### src/rtl/fes_params.svh
`ifndef FES_PARAMS_SVH
`define FES_PARAMS_SVH
// Notes on behaviour
// RL1: Chip erase is six writes: two unlocks, set-up, two unlocks, chip-erase code.
// RL2: Device preprograms and verifies to zeros itself; host adds nothing.
// RL3: After chip erase the device returns to array read, no address latched.
// RL4: During chip erase progress shows on poll, toggle and suspend-toggle bits.
// RL5: Chip erase ignores all bus commands; only hardware reset aborts it.
// RL6: Sector erase is six writes, the last carrying sector address and erase code.
// RL7: A 50 us window follows; each extra sector write inside it restarts it.
// RL8: The window runs from the rising write-strobe edge of the final write.
// RL9: Other commands inside the window abandon the sequence to read mode.
// RL10: Erase-timer flag shows whether the acceptance window has expired.
// RL11: Once sector erase runs only suspend is taken; hardware reset aborts.
// RL12: No secure area, identification or query mode during any erase.
// RL13: Suspend code B0h works only in sector erase, including its window.
// RL14: Suspend during active erasing halts it within 20 us, typically 5.
// RL15: Suspend inside the window ends it and suspends at once.
// RL16: Suspended state serves other sectors; suspended sectors read status.
// RL17: Poll bit, or toggle plus suspend-toggle, tell erasing from suspended.
// RL18: Program during suspend reports as usual, then returns to suspended read.
// RL19: Identification entry is accepted in the suspended read state.
// RL20: Resume restarts erase; repeats ignored; new suspend allowed after resume.
// RL21: Each suspend redoes unfinished sub-steps, lengthening total erase time.
// RL22: After a hardware reset abort the host reissues the whole erase sequence.
// RL23: Target sector is decoded from the sector select bits alone.
// RL24: Unlock and command writes ignore high address bits and high data bits.
// RL25: Resume is honoured only in the erase-suspended state.
// RL26: Exceeded-limit flag seen in status makes the host write reset command.
// RL27: Busy indication holds from erase start until done, suspend or reset.

// Register byte offsets.
`define FES_OFF_CTRL 4'h0
`define FES_OFF_ADDR 4'h4
`define FES_OFF_STAT 4'h8
`define FES_OFF_DATA 4'hc

// Operation codes written to the control register.
`define FES_OP_CHIP 4'h1
`define FES_OP_SECT 4'h2
`define FES_OP_MORE 4'h3
`define FES_OP_SUSP 4'h4
`define FES_OP_RESUME 4'h5
`define FES_OP_SWRST 4'h6
`define FES_OP_POLL 4'h7
`define FES_OP_HWRST 4'h8

// Flash command words.
`define FES_UNLK_A1 22'h000555
`define FES_UNLK_A2 22'h0002aa
`define FES_UNLK_D1 16'h00aa
`define FES_UNLK_D2 16'h0055
`define FES_CMD_SETUP 16'h0080
`define FES_CMD_CHIP 16'h0010
`define FES_CMD_SECT 16'h0030
`define FES_CMD_SUSP 16'h00b0
`define FES_CMD_RESUME 16'h0030
`define FES_CMD_RESET 16'h00f0
`define FES_SECT_LSB 15
`define FES_SEQ_LAST 3'h5

// Status bit positions within the low status byte.
`define FES_BIT_POLL 7
`define FES_BIT_TOGGLE 6
`define FES_BIT_EXCEED 5
`define FES_BIT_TIMER 3
`define FES_BIT_STOG 2

// Timing: times as printed or chosen, cycles derived at 50 MHz.
`define FES_CLK_MHZ 50
`define FES_T_WIN_US 50
`define FES_WIN_CYC (`FES_T_WIN_US * `FES_CLK_MHZ)
`define FES_T_STROBE_NS 40
`define FES_STROBE_CYC ((`FES_T_STROBE_NS * `FES_CLK_MHZ + 999) / 1000)
`define FES_T_ACC_NS 100
`define FES_ACC_CYC ((`FES_T_ACC_NS * `FES_CLK_MHZ + 999) / 1000)
`define FES_T_RP_NS 500
`define FES_RP_CYC ((`FES_T_RP_NS * `FES_CLK_MHZ + 999) / 1000)
`endif

### src/rtl/fes_pkg.sv
package fes_pkg;
	typedef enum logic [1:0] {
		FES_S_IDLE = 2'b00,
		FES_S_ISSUE = 2'b01,
		FES_S_WAIT = 2'b10,
		FES_S_HWRST = 2'b11
	} fes_seq_t;

	typedef enum logic [2:0] {
		FES_C_IDLE = 3'b000,
		FES_C_STROBE = 3'b001,
		FES_C_SAMPLE = 3'b010,
		FES_C_GAP = 3'b011
	} fes_cyc_t;

	typedef struct packed {
		fes_seq_t st;
		logic [3:0] op;
		logic [2:0] idx;
		logic [21:0] sect_addr;
		logic [15:0] rdata;
		logic ack;
		logic [31:0] wb_dat;
		logic req;
		logic req_we;
		logic [21:0] req_addr;
		logic [15:0] req_data;
		logic [11:0] win_cnt;
		logic rb_s1;
		logic rb_s2;
		logic rb_s3;
		logic rb_q;
		logic rst_n;
		logic [7:0] rst_cnt;
		logic [2:0] wcnt;
	} fes_main_t;

	typedef struct packed {
		fes_cyc_t st;
		logic we;
		logic [7:0] cnt;
		logic [21:0] addr;
		logic [15:0] dq_o;
		logic dq_oe;
		logic ce_n;
		logic oe_n;
		logic we_n;
		logic [15:0] d1;
		logic [15:0] d2;
		logic [15:0] d3;
		logic [15:0] rdata;
		logic done;
	} fes_cyc_state_t;
endpackage

### src/rtl/fes_cyc_if.sv
`timescale 1ns/1ps
// Request path from the sequencer to the bus cycle engine.
interface fes_cyc_if;
	logic req;
	logic we;
	logic [21:0] addr;
	logic [15:0] wdata;
	logic done;
	logic [15:0] rdata;
	modport seq (output req, output we, output addr, output wdata, input done, input rdata);
	modport eng (input req, input we, input addr, input wdata, output done, output rdata);
endinterface

### src/rtl/fes_cycle.sv
`timescale 1ns/1ps
`include "fes_params.svh"
// One flash bus cycle per request: a write strobe or a read with synchronised sampling.
module fes_cycle (
	// Clock and reset.
	input wire logic clk_i,
	input wire logic rst_i,
	// Sequencer side.
	fes_cyc_if.eng cyc,
	// Flash pins.
	output logic [21:0] addr_o,
	output logic [15:0] dq_o,
	output logic dq_oe_o,
	input wire logic [15:0] dq_i,
	output logic ce_n_o,
	output logic oe_n_o,
	output logic we_n_o
);
	fes_pkg::fes_cyc_state_t q, d;

	// --------------------------------------------------------------
	// Next state.
	// --------------------------------------------------------------
	// The data pins pass three flops; a read is taken once stages two and three agree.
	always_comb begin
		d = q;
		d.d1 = dq_i;
		d.d2 = q.d1;
		d.d3 = q.d2;
		d.done = 1'b0;
		unique case (q.st)
			fes_pkg::FES_C_IDLE: begin
				if (cyc.req) begin
					d.we = cyc.we;
					d.addr = cyc.addr;
					d.dq_o = cyc.wdata;
					d.dq_oe = cyc.we;
					d.ce_n = 1'b0;
					d.we_n = ~cyc.we;
					d.oe_n = cyc.we;
					d.cnt = cyc.we ? 8'(`FES_STROBE_CYC) : 8'(`FES_ACC_CYC);
					d.st = fes_pkg::FES_C_STROBE;
				end
			end
			fes_pkg::FES_C_STROBE: begin
				if (q.cnt != 8'h00) begin
					d.cnt = q.cnt - 8'h01;
				end else if (q.we) begin
					d.we_n = 1'b1; // Rising strobe edge starts the device's window.
					d.st = fes_pkg::FES_C_GAP;
				end else begin
					d.st = fes_pkg::FES_C_SAMPLE;
				end
			end
			fes_pkg::FES_C_SAMPLE: begin
				if (q.d2 == q.d3) begin
					d.rdata = q.d3;
					d.oe_n = 1'b1;
					d.st = fes_pkg::FES_C_GAP;
				end
			end
			fes_pkg::FES_C_GAP: begin
				d.ce_n = 1'b1;
				d.dq_oe = 1'b0;
				d.done = 1'b1;
				d.st = fes_pkg::FES_C_IDLE;
			end
		endcase
	end

	// --------------------------------------------------------------
	// State register.
	// --------------------------------------------------------------
	always_ff @(posedge clk_i) begin
		if (rst_i) begin
			q <= '0;
			q.ce_n <= 1'b1;
			q.oe_n <= 1'b1;
			q.we_n <= 1'b1;
		end else begin
			q <= d;
		end
	end

	// Outputs come straight from the state flops.
	assign addr_o = q.addr;
	assign dq_o = q.dq_o;
	assign dq_oe_o = q.dq_oe;
	assign ce_n_o = q.ce_n;
	assign oe_n_o = q.oe_n;
	assign we_n_o = q.we_n;
	assign cyc.done = q.done;
	assign cyc.rdata = q.rdata;
endmodule // fes_cycle

### src/rtl/fes_host.sv
`timescale 1ns/1ps
`include "fes_params.svh"
// Host controller issuing erase, suspend, resume, reset and poll sequences to the flash.
module fes_host #(
	parameter int WIN_CYC = `FES_WIN_CYC
) (
	// Clock and reset.
	input wire logic clk_i,
	input wire logic rst_i,
	// Wishbone slave.
	input wire logic wb_cyc_i,
	input wire logic wb_stb_i,
	input wire logic wb_we_i,
	input wire logic [3:0] wb_adr_i,
	input wire logic [3:0] wb_sel_i,
	input wire logic [31:0] wb_dat_i,
	output logic [31:0] wb_dat_o,
	output logic wb_ack_o,
	// Flash pins.
	output logic [21:0] flash_addr_o,
	output logic [15:0] flash_dq_o,
	output logic flash_dq_oe_o,
	input wire logic [15:0] flash_dq_i,
	output logic flash_ce_n_o,
	output logic flash_oe_n_o,
	output logic flash_we_n_o,
	output logic flash_reset_n_o,
	input wire logic flash_ready_busy_n_i
);
	generate
		if (WIN_CYC < 1 || WIN_CYC > 4095) begin : g_bad_win
			$error("WIN_CYC must fit the 12-bit window counter");
		end
	endgenerate

	fes_pkg::fes_main_t q, d;
	fes_cyc_if cyc ();
	logic [21:0] step_addr;
	logic [15:0] step_data;
	logic step_last;
	logic acc;

	// --------------------------------------------------------------
	// Sequence table.
	// --------------------------------------------------------------
	// Unlock words use only low address and data bits; the sector word carries the
	// sector select bits with the rest zeroed. [RL24] [RL23]
	always_comb begin
		step_addr = `FES_UNLK_A1;
		step_data = `FES_CMD_RESET;
		step_last = 1'b1;
		unique case (q.op)
			`FES_OP_CHIP, `FES_OP_SECT: begin
				step_last = (q.idx == `FES_SEQ_LAST);
				unique case (q.idx)
					3'h0, 3'h3: step_data = `FES_UNLK_D1;
					3'h1, 3'h4: begin
						step_addr = `FES_UNLK_A2;
						step_data = `FES_UNLK_D2;
					end
					3'h2: step_data = `FES_CMD_SETUP;
					default: begin
						if (q.op == `FES_OP_CHIP) begin
							step_data = `FES_CMD_CHIP; // [RL1]
						end else begin
							step_addr = {q.sect_addr[21:`FES_SECT_LSB], 15'h0000}; // [RL6]
							step_data = `FES_CMD_SECT;
						end
					end
				endcase
			end
			`FES_OP_MORE, `FES_OP_POLL: begin
				step_addr = {q.sect_addr[21:`FES_SECT_LSB], 15'h0000};
				step_data = `FES_CMD_SECT;
			end
			`FES_OP_SUSP: step_data = `FES_CMD_SUSP;
			`FES_OP_RESUME: step_data = `FES_CMD_RESUME;
			default: step_data = `FES_CMD_RESET;
		endcase
	end

	// --------------------------------------------------------------
	// Next state.
	// --------------------------------------------------------------
	// A new order is taken only when idle; orders written while busy are dropped.
	always_comb begin
		d = q;
		d.req = 1'b0;
		acc = wb_cyc_i && wb_stb_i && !q.ack;
		d.ack = acc;
		// Ready/busy pin: three flops, a change counts when stages two and three agree.
		d.rb_s1 = flash_ready_busy_n_i;
		d.rb_s2 = q.rb_s1;
		d.rb_s3 = q.rb_s2;
		if (q.rb_s2 == q.rb_s3) begin
			d.rb_q = q.rb_s3;
		end
		if (q.win_cnt != 12'h000) begin
			d.win_cnt = q.win_cnt - 12'h001;
		end
		unique case (wb_adr_i)
			`FES_OFF_CTRL: d.wb_dat = {28'h0000000, q.op};
			`FES_OFF_ADDR: d.wb_dat = {10'h000, q.sect_addr};
			`FES_OFF_STAT: d.wb_dat = {16'h0000, q.rdata[7:0], 4'h0, q.rb_q,
				(q.win_cnt != 12'h000), 1'b0, (q.st != fes_pkg::FES_S_IDLE)};
			`FES_OFF_DATA: d.wb_dat = {16'h0000, q.rdata};
			default: d.wb_dat = 32'h00000000;
		endcase
		if (acc && wb_we_i && wb_adr_i == `FES_OFF_ADDR) begin
			// Lanes 0 and 1 are full bytes; lane 2 carries only the top six address bits.
			for (int b = 0; b < 2; b++) begin
				if (wb_sel_i[b]) begin
					d.sect_addr[b*8 +: 8] = wb_dat_i[b*8 +: 8];
				end
			end
			if (wb_sel_i[2]) begin
				d.sect_addr[21:16] = wb_dat_i[21:16];
			end
		end
		unique case (q.st)
			fes_pkg::FES_S_IDLE: begin
				if (acc && wb_we_i && wb_adr_i == `FES_OFF_CTRL && wb_sel_i[0]) begin
					d.op = wb_dat_i[3:0];
					d.idx = 3'h0;
					d.wcnt = 3'h0;
					if (wb_dat_i[3:0] == `FES_OP_HWRST) begin
						d.rst_n = 1'b0;
						d.rst_cnt = 8'(`FES_RP_CYC);
						d.st = fes_pkg::FES_S_HWRST;
					end else if (wb_dat_i[3:0] != 4'h0 && wb_dat_i[3:0] < `FES_OP_HWRST) begin
						d.st = fes_pkg::FES_S_ISSUE;
					end
				end
			end
			fes_pkg::FES_S_ISSUE: begin
				d.req = 1'b1;
				d.req_we = (q.op != `FES_OP_POLL);
				d.req_addr = step_addr;
				d.req_data = step_data;
				d.st = fes_pkg::FES_S_WAIT;
			end
			fes_pkg::FES_S_WAIT: begin
				if (cyc.done) begin
					if (q.req_we) begin
						d.wcnt = q.wcnt + 3'h1;
					end else begin
						d.rdata = cyc.rdata;
					end
					if (!step_last) begin
						d.idx = q.idx + 3'h1;
						d.st = fes_pkg::FES_S_ISSUE;
					end else if (q.op == `FES_OP_POLL && cyc.rdata[`FES_BIT_EXCEED]) begin
						d.op = `FES_OP_SWRST; // [RL26]
						d.idx = 3'h0;
						d.st = fes_pkg::FES_S_ISSUE;
					end else begin
						d.st = fes_pkg::FES_S_IDLE;
						// The host's own view of the device window, loaded when the final write reports done, two cycles after the strobe's rise. [RL7]
						if (q.op == `FES_OP_SECT || q.op == `FES_OP_MORE) begin
							d.win_cnt = 12'(WIN_CYC);
						end else if (q.op != `FES_OP_POLL) begin
							d.win_cnt = 12'h000;
						end
					end
				end
			end
			fes_pkg::FES_S_HWRST: begin
				// Reset pin low for the whole count; software must then reissue the
				// erase sequence, since the abort loses it. [RL22]
				d.win_cnt = 12'h000;
				if (q.rst_cnt != 8'h00) begin
					d.rst_cnt = q.rst_cnt - 8'h01;
				end else begin
					d.rst_n = 1'b1;
					d.st = fes_pkg::FES_S_IDLE;
				end
			end
		endcase
	end

	// --------------------------------------------------------------
	// State register.
	// --------------------------------------------------------------
	always_ff @(posedge clk_i) begin
		if (rst_i) begin
			q <= '0;
			q.rst_n <= 1'b1;
			q.rb_s1 <= 1'b1;
			q.rb_s2 <= 1'b1;
			q.rb_s3 <= 1'b1;
			q.rb_q <= 1'b1;
		end else begin
			q <= d;
		end
	end

	assign cyc.req = q.req;
	assign cyc.we = q.req_we;
	assign cyc.addr = q.req_addr;
	assign cyc.wdata = q.req_data;
	assign wb_dat_o = q.wb_dat;
	assign wb_ack_o = q.ack;
	assign flash_reset_n_o = q.rst_n;

	// Bus cycle engine.
	fes_cycle u_cycle (
		.clk_i(clk_i),
		.rst_i(rst_i),
		.cyc(cyc),
		.addr_o(flash_addr_o),
		.dq_o(flash_dq_o),
		.dq_oe_o(flash_dq_oe_o),
		.dq_i(flash_dq_i),
		.ce_n_o(flash_ce_n_o),
		.oe_n_o(flash_oe_n_o),
		.we_n_o(flash_we_n_o)
	);

	// --------------------------------------------------------------
	// Assertions.
	// --------------------------------------------------------------
	a_chip_six_writes: assert property (@(posedge clk_i) disable iff (rst_i) // [RL1]
		(q.st == fes_pkg::FES_S_WAIT && cyc.done && q.op == `FES_OP_CHIP && step_last)
		|=> q.wcnt == 3'h6)
		else $error("chip erase did not issue six writes");
	a_sect_six_writes: assert property (@(posedge clk_i) disable iff (rst_i) // [RL6]
		(q.st == fes_pkg::FES_S_WAIT && cyc.done && q.op == `FES_OP_SECT && step_last)
		|=> q.wcnt == 3'h6 && q.req_addr[14:0] == 15'h0000 && q.req_data == `FES_CMD_SECT)
		else $error("sector erase sequence malformed");
	a_window_start: assert property (@(posedge clk_i) disable iff (rst_i) // [RL7]
		(q.st == fes_pkg::FES_S_WAIT && cyc.done && step_last &&
		(q.op == `FES_OP_SECT || q.op == `FES_OP_MORE)) |=> q.win_cnt == 12'(WIN_CYC) ##1
		q.win_cnt == 12'(WIN_CYC - 1))
		else $error("acceptance window not restarted");
	a_hwrst_hold: assert property (@(posedge clk_i) disable iff (rst_i) // [RL22]
		$fell(flash_reset_n_o) |-> !flash_reset_n_o [*8] ##[1:300] flash_reset_n_o)
		else $error("hardware reset pulse length wrong");
	a_exceed_reset: assert property (@(posedge clk_i) disable iff (rst_i) // [RL26]
		(q.st == fes_pkg::FES_S_WAIT && cyc.done && q.op == `FES_OP_POLL &&
		cyc.rdata[`FES_BIT_EXCEED]) |=> ##[1:40] (flash_we_n_o == 1'b0 &&
		flash_dq_o == `FES_CMD_RESET))
		else $error("exceeded flag not followed by reset command");
	c_chip: cover property (@(posedge clk_i) q.op == `FES_OP_CHIP && q.st == fes_pkg::FES_S_IDLE
		&& q.wcnt == 3'h6);
	c_sect_more: cover property (@(posedge clk_i) q.op == `FES_OP_MORE && q.win_cnt != 12'h000);
	c_suspend: cover property (@(posedge clk_i) q.op == `FES_OP_SUSP && cyc.done);
endmodule // fes_host

### config.mk
export PLATFORM = sky130hd
export DESIGN_NAME = fes_host
export DESIGN_NICKNAME = d
export VERILOG_FILES = /design/src/rtl/fes_pkg.sv /design/src/rtl/fes_cyc_if.sv /design/src/rtl/fes_cycle.sv /design/src/rtl/fes_host.sv
export VERILOG_INCLUDE_DIRS = /design/src /design/src/rtl
export SDC_FILE = /design/constraint.sdc
export NUM_CORES = 1
export LEC_CHECK = 0
export BUFFER_PORTS_ARGS = -buffer_cell sky130_fd_sc_hd__clkbuf_2
export CORE_ASPECT_RATIO = 1.4
export CORE_MARGIN = 1.5
export CORE_UTILIZATION = 61
export CTS_CLUSTER_DIAMETER = 40
export DETAILED_ROUTE_END_ITERATION = 10
export GPL_TIMING_DRIVEN = 0
export HOLD_SLACK_MARGIN = 0.03
export PLACE_DENSITY = 0.84
export SETUP_SLACK_MARGIN = 0.3
export SLEW_MARGIN = 25
export SYNTH_ARGS = -nofsm -noshare
export SYNTH_HDL_FRONTEND = slang
export SYNTH_HIERARCHICAL = 1
export SYNTH_SLANG_ARGS = --single-unit
### constraint.sdc
create_clock -name clk_i -period 5.1 [get_ports clk_i]
set_input_delay 0.255 -clock clk_i [delete_from_list [all_inputs] [get_ports clk_i]]
set_output_delay 0.255 -clock clk_i [all_outputs]
set_load 0.03 [all_outputs]
Word level (Yosys, flattened, before mapping)

Index checks and enable logic that the tools add are counted.

Bits in registers: 264
Latch bits: 0
RAM bits: 0
ROM bits: 0
Bits of input ports: 62
Output and inout bits: 76
Word-level logic and storage cells: 172
Memories kept: 0

Add/sub/neg operators: 4
Multiply operators: 0
Div/mod/pow operators: 0
Order comparisons: 1
Eq/ne operators: 38
Shift operators: 0
Muxes and demuxes: 48
Bitwise gates (word level): 1
Reduce and logical (&&, ||, !) cells: 46

Operator list:

| operator                                                               | count |
|---|---|
| 22-bit case mux with 2 select lines                                    | 2 |
| 22-bit case mux with 4 select lines                                    | 1 |
| 12-bit 2-to-1 mux                                                      | 7 |
| 54-bit 2-to-1 mux                                                      | 1 |
| 16-bit case mux with 3 select lines                                    | 1 |
| 40-bit 2-to-1 mux                                                      | 1 |
| 9-bit 2-to-1 mux                                                       | 3 |
| 12-bit case mux with 2 select lines                                    | 1 |
| 8-bit case mux with 3 select lines                                     | 1 |
| 22-bit 2-to-1 mux                                                      | 1 |
| 4-bit AND reduction                                                    | 5 |
| 9-bit case mux with 2 select lines                                     | 1 |
| 16-bit equality test                                                   | 1 |
| 4-bit by 3-bit equality test with 1-bit output (second input constant) | 4 |
| 8-bit 2-to-1 mux                                                       | 2 |
| 2-bit != test (second input constant)                                  | 8 |
| 8-bit case mux with 2 select lines                                     | 1 |
| 8-bit nonzero test                                                     | 2 |
| 8-bit by 1-bit subtractor with 8-bit output (second input constant)    | 2 |
| 7-bit case mux with 2 select lines                                     | 1 |
| 3-bit by 2-bit equality test with 1-bit output (second input constant) | 4 |
| 4-bit equality test (second input constant)                            | 3 |
| 3-bit 2-to-1 mux                                                       | 4 |
| 3-bit case mux with 4 select lines                                     | 1 |
| other kinds (36)                                                       | 80 |

Depth between registers and ports, before layout

Depth in word-level cells: 8
Gate-level depth with buffers: 9

By module

Netlist, hierarchy kept.

Modules (own cells, without submodules):

| module    | instances | cells each | area an instance (µm²) | seq. area each (µm²) |
|---|---|---|---|---|
| fes_host  | 1         | 570        | 5009.8                 | 2242.2 |
| fes_cycle | 1         | 519        | 4783.3                 | 2362.3 |

Worst setup path before layout

OpenSTA, ideal clock, no wires.

Path type: register to register
Start point: register q[16] (netlist bit)
End point: register q[21] (netlist bit)
Setup time: 0.072 ns
Arrival: 1.721 ns
Data required time: 5.028 ns
Setup slack: 3.307 ns
Stages on the path, launching flop included: 8
Path buffers: 1
Cell sequence: dfxtp_1 > inv_1 > ha_1 > or3b_2 > clkbuf_1 > nand3b_1 > nand3b_1 > mux2i_1

Cells in the longest elaborated chain, start to end: 8
Elaborated cells between the ends (all ways): 9
Those cells by class: add/sub (1); mux (7); reduce/logical (1)

RTL lines:

| what                                                                                 | RTL line                       | RTL |
|---|---|---|
| start: declaration                                                                   | fes_host.sv:36                 | `fes_pkg::fes_main_t q, d;` |
| 12-bit by 1-bit subtractor with 12-bit output or 12-bit nonzero test (tied branches) | fes_host.sv:99, fes_host.sv:98 |  |
| 12-bit 2-to-1 mux *                                                                  | fes_host.sv:98                 | `if (q.win_cnt != 12'h000) begin` |
| 12-bit 2-to-1 mux                                                                    | fes_host.sv:161                | `` end else if (q.op != `FES_OP_POLL) begin `` |
| 12-bit 2-to-1 mux                                                                    | fes_host.sv:159                | `` if (q.op == `FES_OP_SECT \|\| q.op == `FES_OP_MORE) begin `` |
| 12-bit 2-to-1 mux                                                                    | fes_host.sv:152                | `` end else if (q.op == `FES_OP_POLL && cyc.rdata[`FES_BIT_EXCEED]) begin `` |
| 12-bit 2-to-1 mux                                                                    | fes_host.sv:149                | `if (!step_last) begin` |
| 12-bit 2-to-1 mux                                                                    | fes_host.sv:143                | `if (cyc.done) begin` |
| 12-bit case mux with 2 select lines *                                                | fes_host.sv:120                | `unique case (q.st)` |

Every way passes the cells marked *; elsewhere a longest branch is shown, timed or not.
A chain may end at the register's enable or synchronous reset.

Worst setup path in the final report

Start point: register u_cycle/q[116] (netlist bit)
End point: register u_cycle.q, in the netlist u_cycle/addr_o[16]

Cells in the longest elaborated chain, start to end: 2

RTL lines:

| what                                 | RTL line        | RTL |
|---|---|---|
| start: declaration                   | fes_cycle.sv:19 | `fes_pkg::fes_cyc_state_t q, d;` |
| 3-bit zero test                      | fes_cycle.sv:31 | `unique case (q.st)` |
| 2-bit AND reduction (no source line) | -               |  |

Every way passes these cells.

==> summary.md <==
| Metric | Value |
|---|---|
| Clock-pin slew on the worst setup and hold paths | 0.06 ns |
| PwrDens | 341.8 nW/um^2 |
| Top cell family by delay on the critical path | buffers and inverters |
| Fin. Hold Viols | 0 |
| Setup slack, reg-to-reg | just under 3 ns |
| Count of final max-slew check failures | 0 |
| Fin Clk Skew | between 0.01 and 0.015 ns |
| CTS tree | built |
| Final hold slack | about 0.045 ns |
| Most frequent CP cell | clkbuf_1 |
| EDFF count, synth | 0 |
| Leak | about 5 nW |
| HPWL after detailed placement | 15.37 mm |
| Top_reg_cell synth | dfxtp_1 |
| Clk sinks | 230 |
| Pre-antenna DRT Iters | 5 |
| Number of routed nets with antenna violations | 0 |
| Maximum clock frequency | between 400 and 500 MHz |
| Clock Tree Buf Depth | 3 |
| Overall Power | approximately 4.0 mW |
| Worst EP arrival | 2.58 ns |
| Site Rows | 54 |
| Hold path cells | 3 |
| Critical Path Fanout Max | 10 |
| H-tree depth | 1 |
| Final Setup Violations | 0 |
| Count of cells resized by post-cts repair | 0 |
| Mapped Cells | 1089 |
| R2R Path End | u_cycle/addr_o[16] |
| Final #Nets | approximately 1400 |
| Buffers added on ports | ~120 |
| Avg Synthesized Cell Area | approximately 9 sq um |
| Worst path max stage delay | 0.36 ns |
| Max Cap Viol | 0 |
| Total number of vias | approximately 8000 |
| Setup TNS | 0 ns |
| Fin crit share | 41.90% |
| Worst hold start | wb_dat_i[20] |
| Drt total wl | between 20 and 25 mm |
| Worst reg2reg path depth | 9 |
| Core ar. | 15680 sq um |
| RSZ-0062 raised after global routing | no |
| Hold Path End | q[137] |
| Die area | ~17000 sq um |
| Worst VDD drop | 321.2 uV |
| Min Tclk post-route | around 2.1 ns |
| Slew @ Worst Pin | a little under 0.8 ns |
| Die width | 110.1 microns |
| Die span in y | approximately 150 microns |
| Ports | between 100 and 150 |
| Status | finished, final reports clean |
| Initial DRC Count | between 400 and 500 |
| Min-Delay Path Class | in -> reg |
| Antenna Cells | 0 |
| Synth cell types | 66 |
| Largest net degree at the start of global routing | 15 |
| Reg2reg start | u_cycle/q[116] |
| Crit path capture type | flop |
| Most common cell after layout, fill and taps aside | dfxtp_1 |
| Post-Synthesis Cell Area | between 9000 and 10000 sq um |
| Final GP Congestion | 0.9239 |
| CP max stage cell | clkbuf_1 |
| WP data required | between 5 and 6 ns |
| Yosys warns | 6 |
| Design area | around 12000 sq um |
| Most frequent cells in the layout | 230 x dfxtp_1, 165 x nand2_1, 117 x clkbuf_2 |
| Worst skew pair latency | 0.51 ns |
| Setup CP Type | reg -> reg |
| Starting Density | 62.48% |
| DR vias/cell | approximately 5.3 |
| Async S/R FF share, synth | 0% |
| Vias in the first global route | slightly below 8000 |
| Synthesis-to-layout area growth | 20.99% |
| Area after DPL | between 10000 and 15000 sq um |
| Initial antenna violation count | 0 |
| Seq/Total Area, Yosys | a little under half |
| First-pass GRT wire length | 36.34 mm |
| Wire per inst | approximately 15 microns |
| Tot GR Track Use | 26.81% |
| Crit-path cells | inv_1, ha_1, clkbuf_2, and2_1, clkbuf_1, clkbuf_1, buf_2, nand2_1, a21oi_1 |
| Ratio of cells with drive above 1 in the final layout | 22.30% |
| DRC viols | 0 |
| CTS root buffer | clkbuf_16 |
| Total CTS buffers | 24 |
| Final Util | approximately three quarters |
| Seq cells post-synth | between 200 and 250 |
| Gr ovfl total | 0 |
| Startpoint Class | flop |
| Rel. slew slack | between 40% and 50% |
| Worst path buffer plus inverter count | 5 |
-- worst max path at each step --
stage	startpoint	end	slack (ns)	depth (start not counted)
finish	u_cycle/q[116]	u_cycle/addr_o[16]	2.96	9
global route	u_cycle/q[116]	u_cycle/addr_o[15]	2.74	9
CTS	u_cycle/q[116]	u_cycle/addr_o[16]	2.94	9
detailed placement	u_cycle/q[116]	u_cycle/addr_o[16]	2.96	9
global placement	u_cycle/q[116]	u_cycle/addr_o[16]	3.03	9
floorplan	q[16]	q[21]	3.31	7
-- report_power, final --
group / switching (mW) / internal (mW) / total (mW)
registers: 0.0437 / 1.85 / 1.89
logic: 0.240 / 0.187 / 0.427
clock network: 0.715 / 1.02 / 1.73
total: 0.998 / 3.05 / 4.05
-- Yosys cell counts, drive strengths merged, types with 11 or more instances --
| cell | n | share of area (%) |
|---|---|---|
| dfxtp | 230 | 47 |
| nand2 | 165 | 6.3 |
| buf | 97 | 7.4 |
| a21oi | 95 | 4.9 |
| nor2 | 62 | 2.4 |
| nor2b | 55 | 3.5 |
| clkbuf | 49 | 1.9 |
| mux2i | 35 | 3.6 |
| o21ai | 35 | 2.2 |
| nand2b | 25 | 1.6 |
| inv | 21 | 0.80 |
| xnor2 | 21 | 1.9 |
| nand4b | 18 | 1.6 |
| a22oi | 15 | 1.1 |
| ha | 15 | 1.9 |
| nor3 | 15 | 0.77 |
| nor4 | 13 | 1.2 |
| and3 | 11 | 0.70 |
| nand3 | 11 | 0.72 |
-- cells by family (layout without fill, tap and decap cells) --
family	count (synthesis)	count (layout)	share of synthesized area [%]
XOR/XNOR	29	29	2.594
flip-flops	230	230	47.02
other	1	22	0.03829
AND/OR/NAND/NOR	416	416	22.05
adder cells (fa/ha/maj)	15	15	1.916
buffers and inverters	167	362	10.05
AO/OA/AOI/OAI	194	194	12.52
multiplexers	37	37	3.807
-- state kept, by name, summed over array words and instances (netlist names) --
signal and flops:
u_cycle/cyc.rdata 16, wb_ack_o 1, u_cycle/addr_o 22, u_cycle/ce_n_o 1, flash_reset_n_o 1, u_cycle/cyc.done 1
u_cycle/oe_n_o 1, cyc.req 1, u_cycle/q 27, cyc.we 1, u_cycle/dq_oe_o 1, wb_dat_o 22
d 2, q 69, u_cycle/we_n_o 1, cyc.addr 9, cyc.wdata 6, u_cycle/d 32
u_cycle/dq_o 16
-- cell type report --
type / instances / area (sq um)
buffer: 146 / 905.9
clock buffer: 34 / 699.4
clock inverter: 9 / 91.34
fill: 1120 / 3826
inverter: 21 / 78.83
multi-input combinational: 713 / 4283
sequential: 230 / 4604
tap: 196 / 245.2
timing repair buffer: 152 / 940.9
-- routing by layer --
layer,routed length (microns),global-route usage (%),share of wire [%]
met1,8738,29.96,39
met2,11590,49.48,52
met3,1095,3.625,4.9
met4,791,11.19,3.6
met5,0,0,0
-- repair_timing --
action / in CTS / in global routing
hold buffers: 36 / 0
buffers inserted: 0 / 0
hold endpoints to repair: 35 / 0
-- per-stage QoR --
stage | setup slack (ns) | std cells
final | 2.963 | 1501
after global routing | 2.744 | 1501
after CTS | 2.939 | 1501
after detailed placement | 2.959 | 1422
after global placement | 3.027 | 1422
after floorplan | 3.307 | 1110
-- tightest hold or removal path: stages --
cell,delay [ns]
clkbuf_2,0.11
mux2i_1,0.07
nor2_1,0.07
No activity file was read; power rests on OpenSTA's default activity.
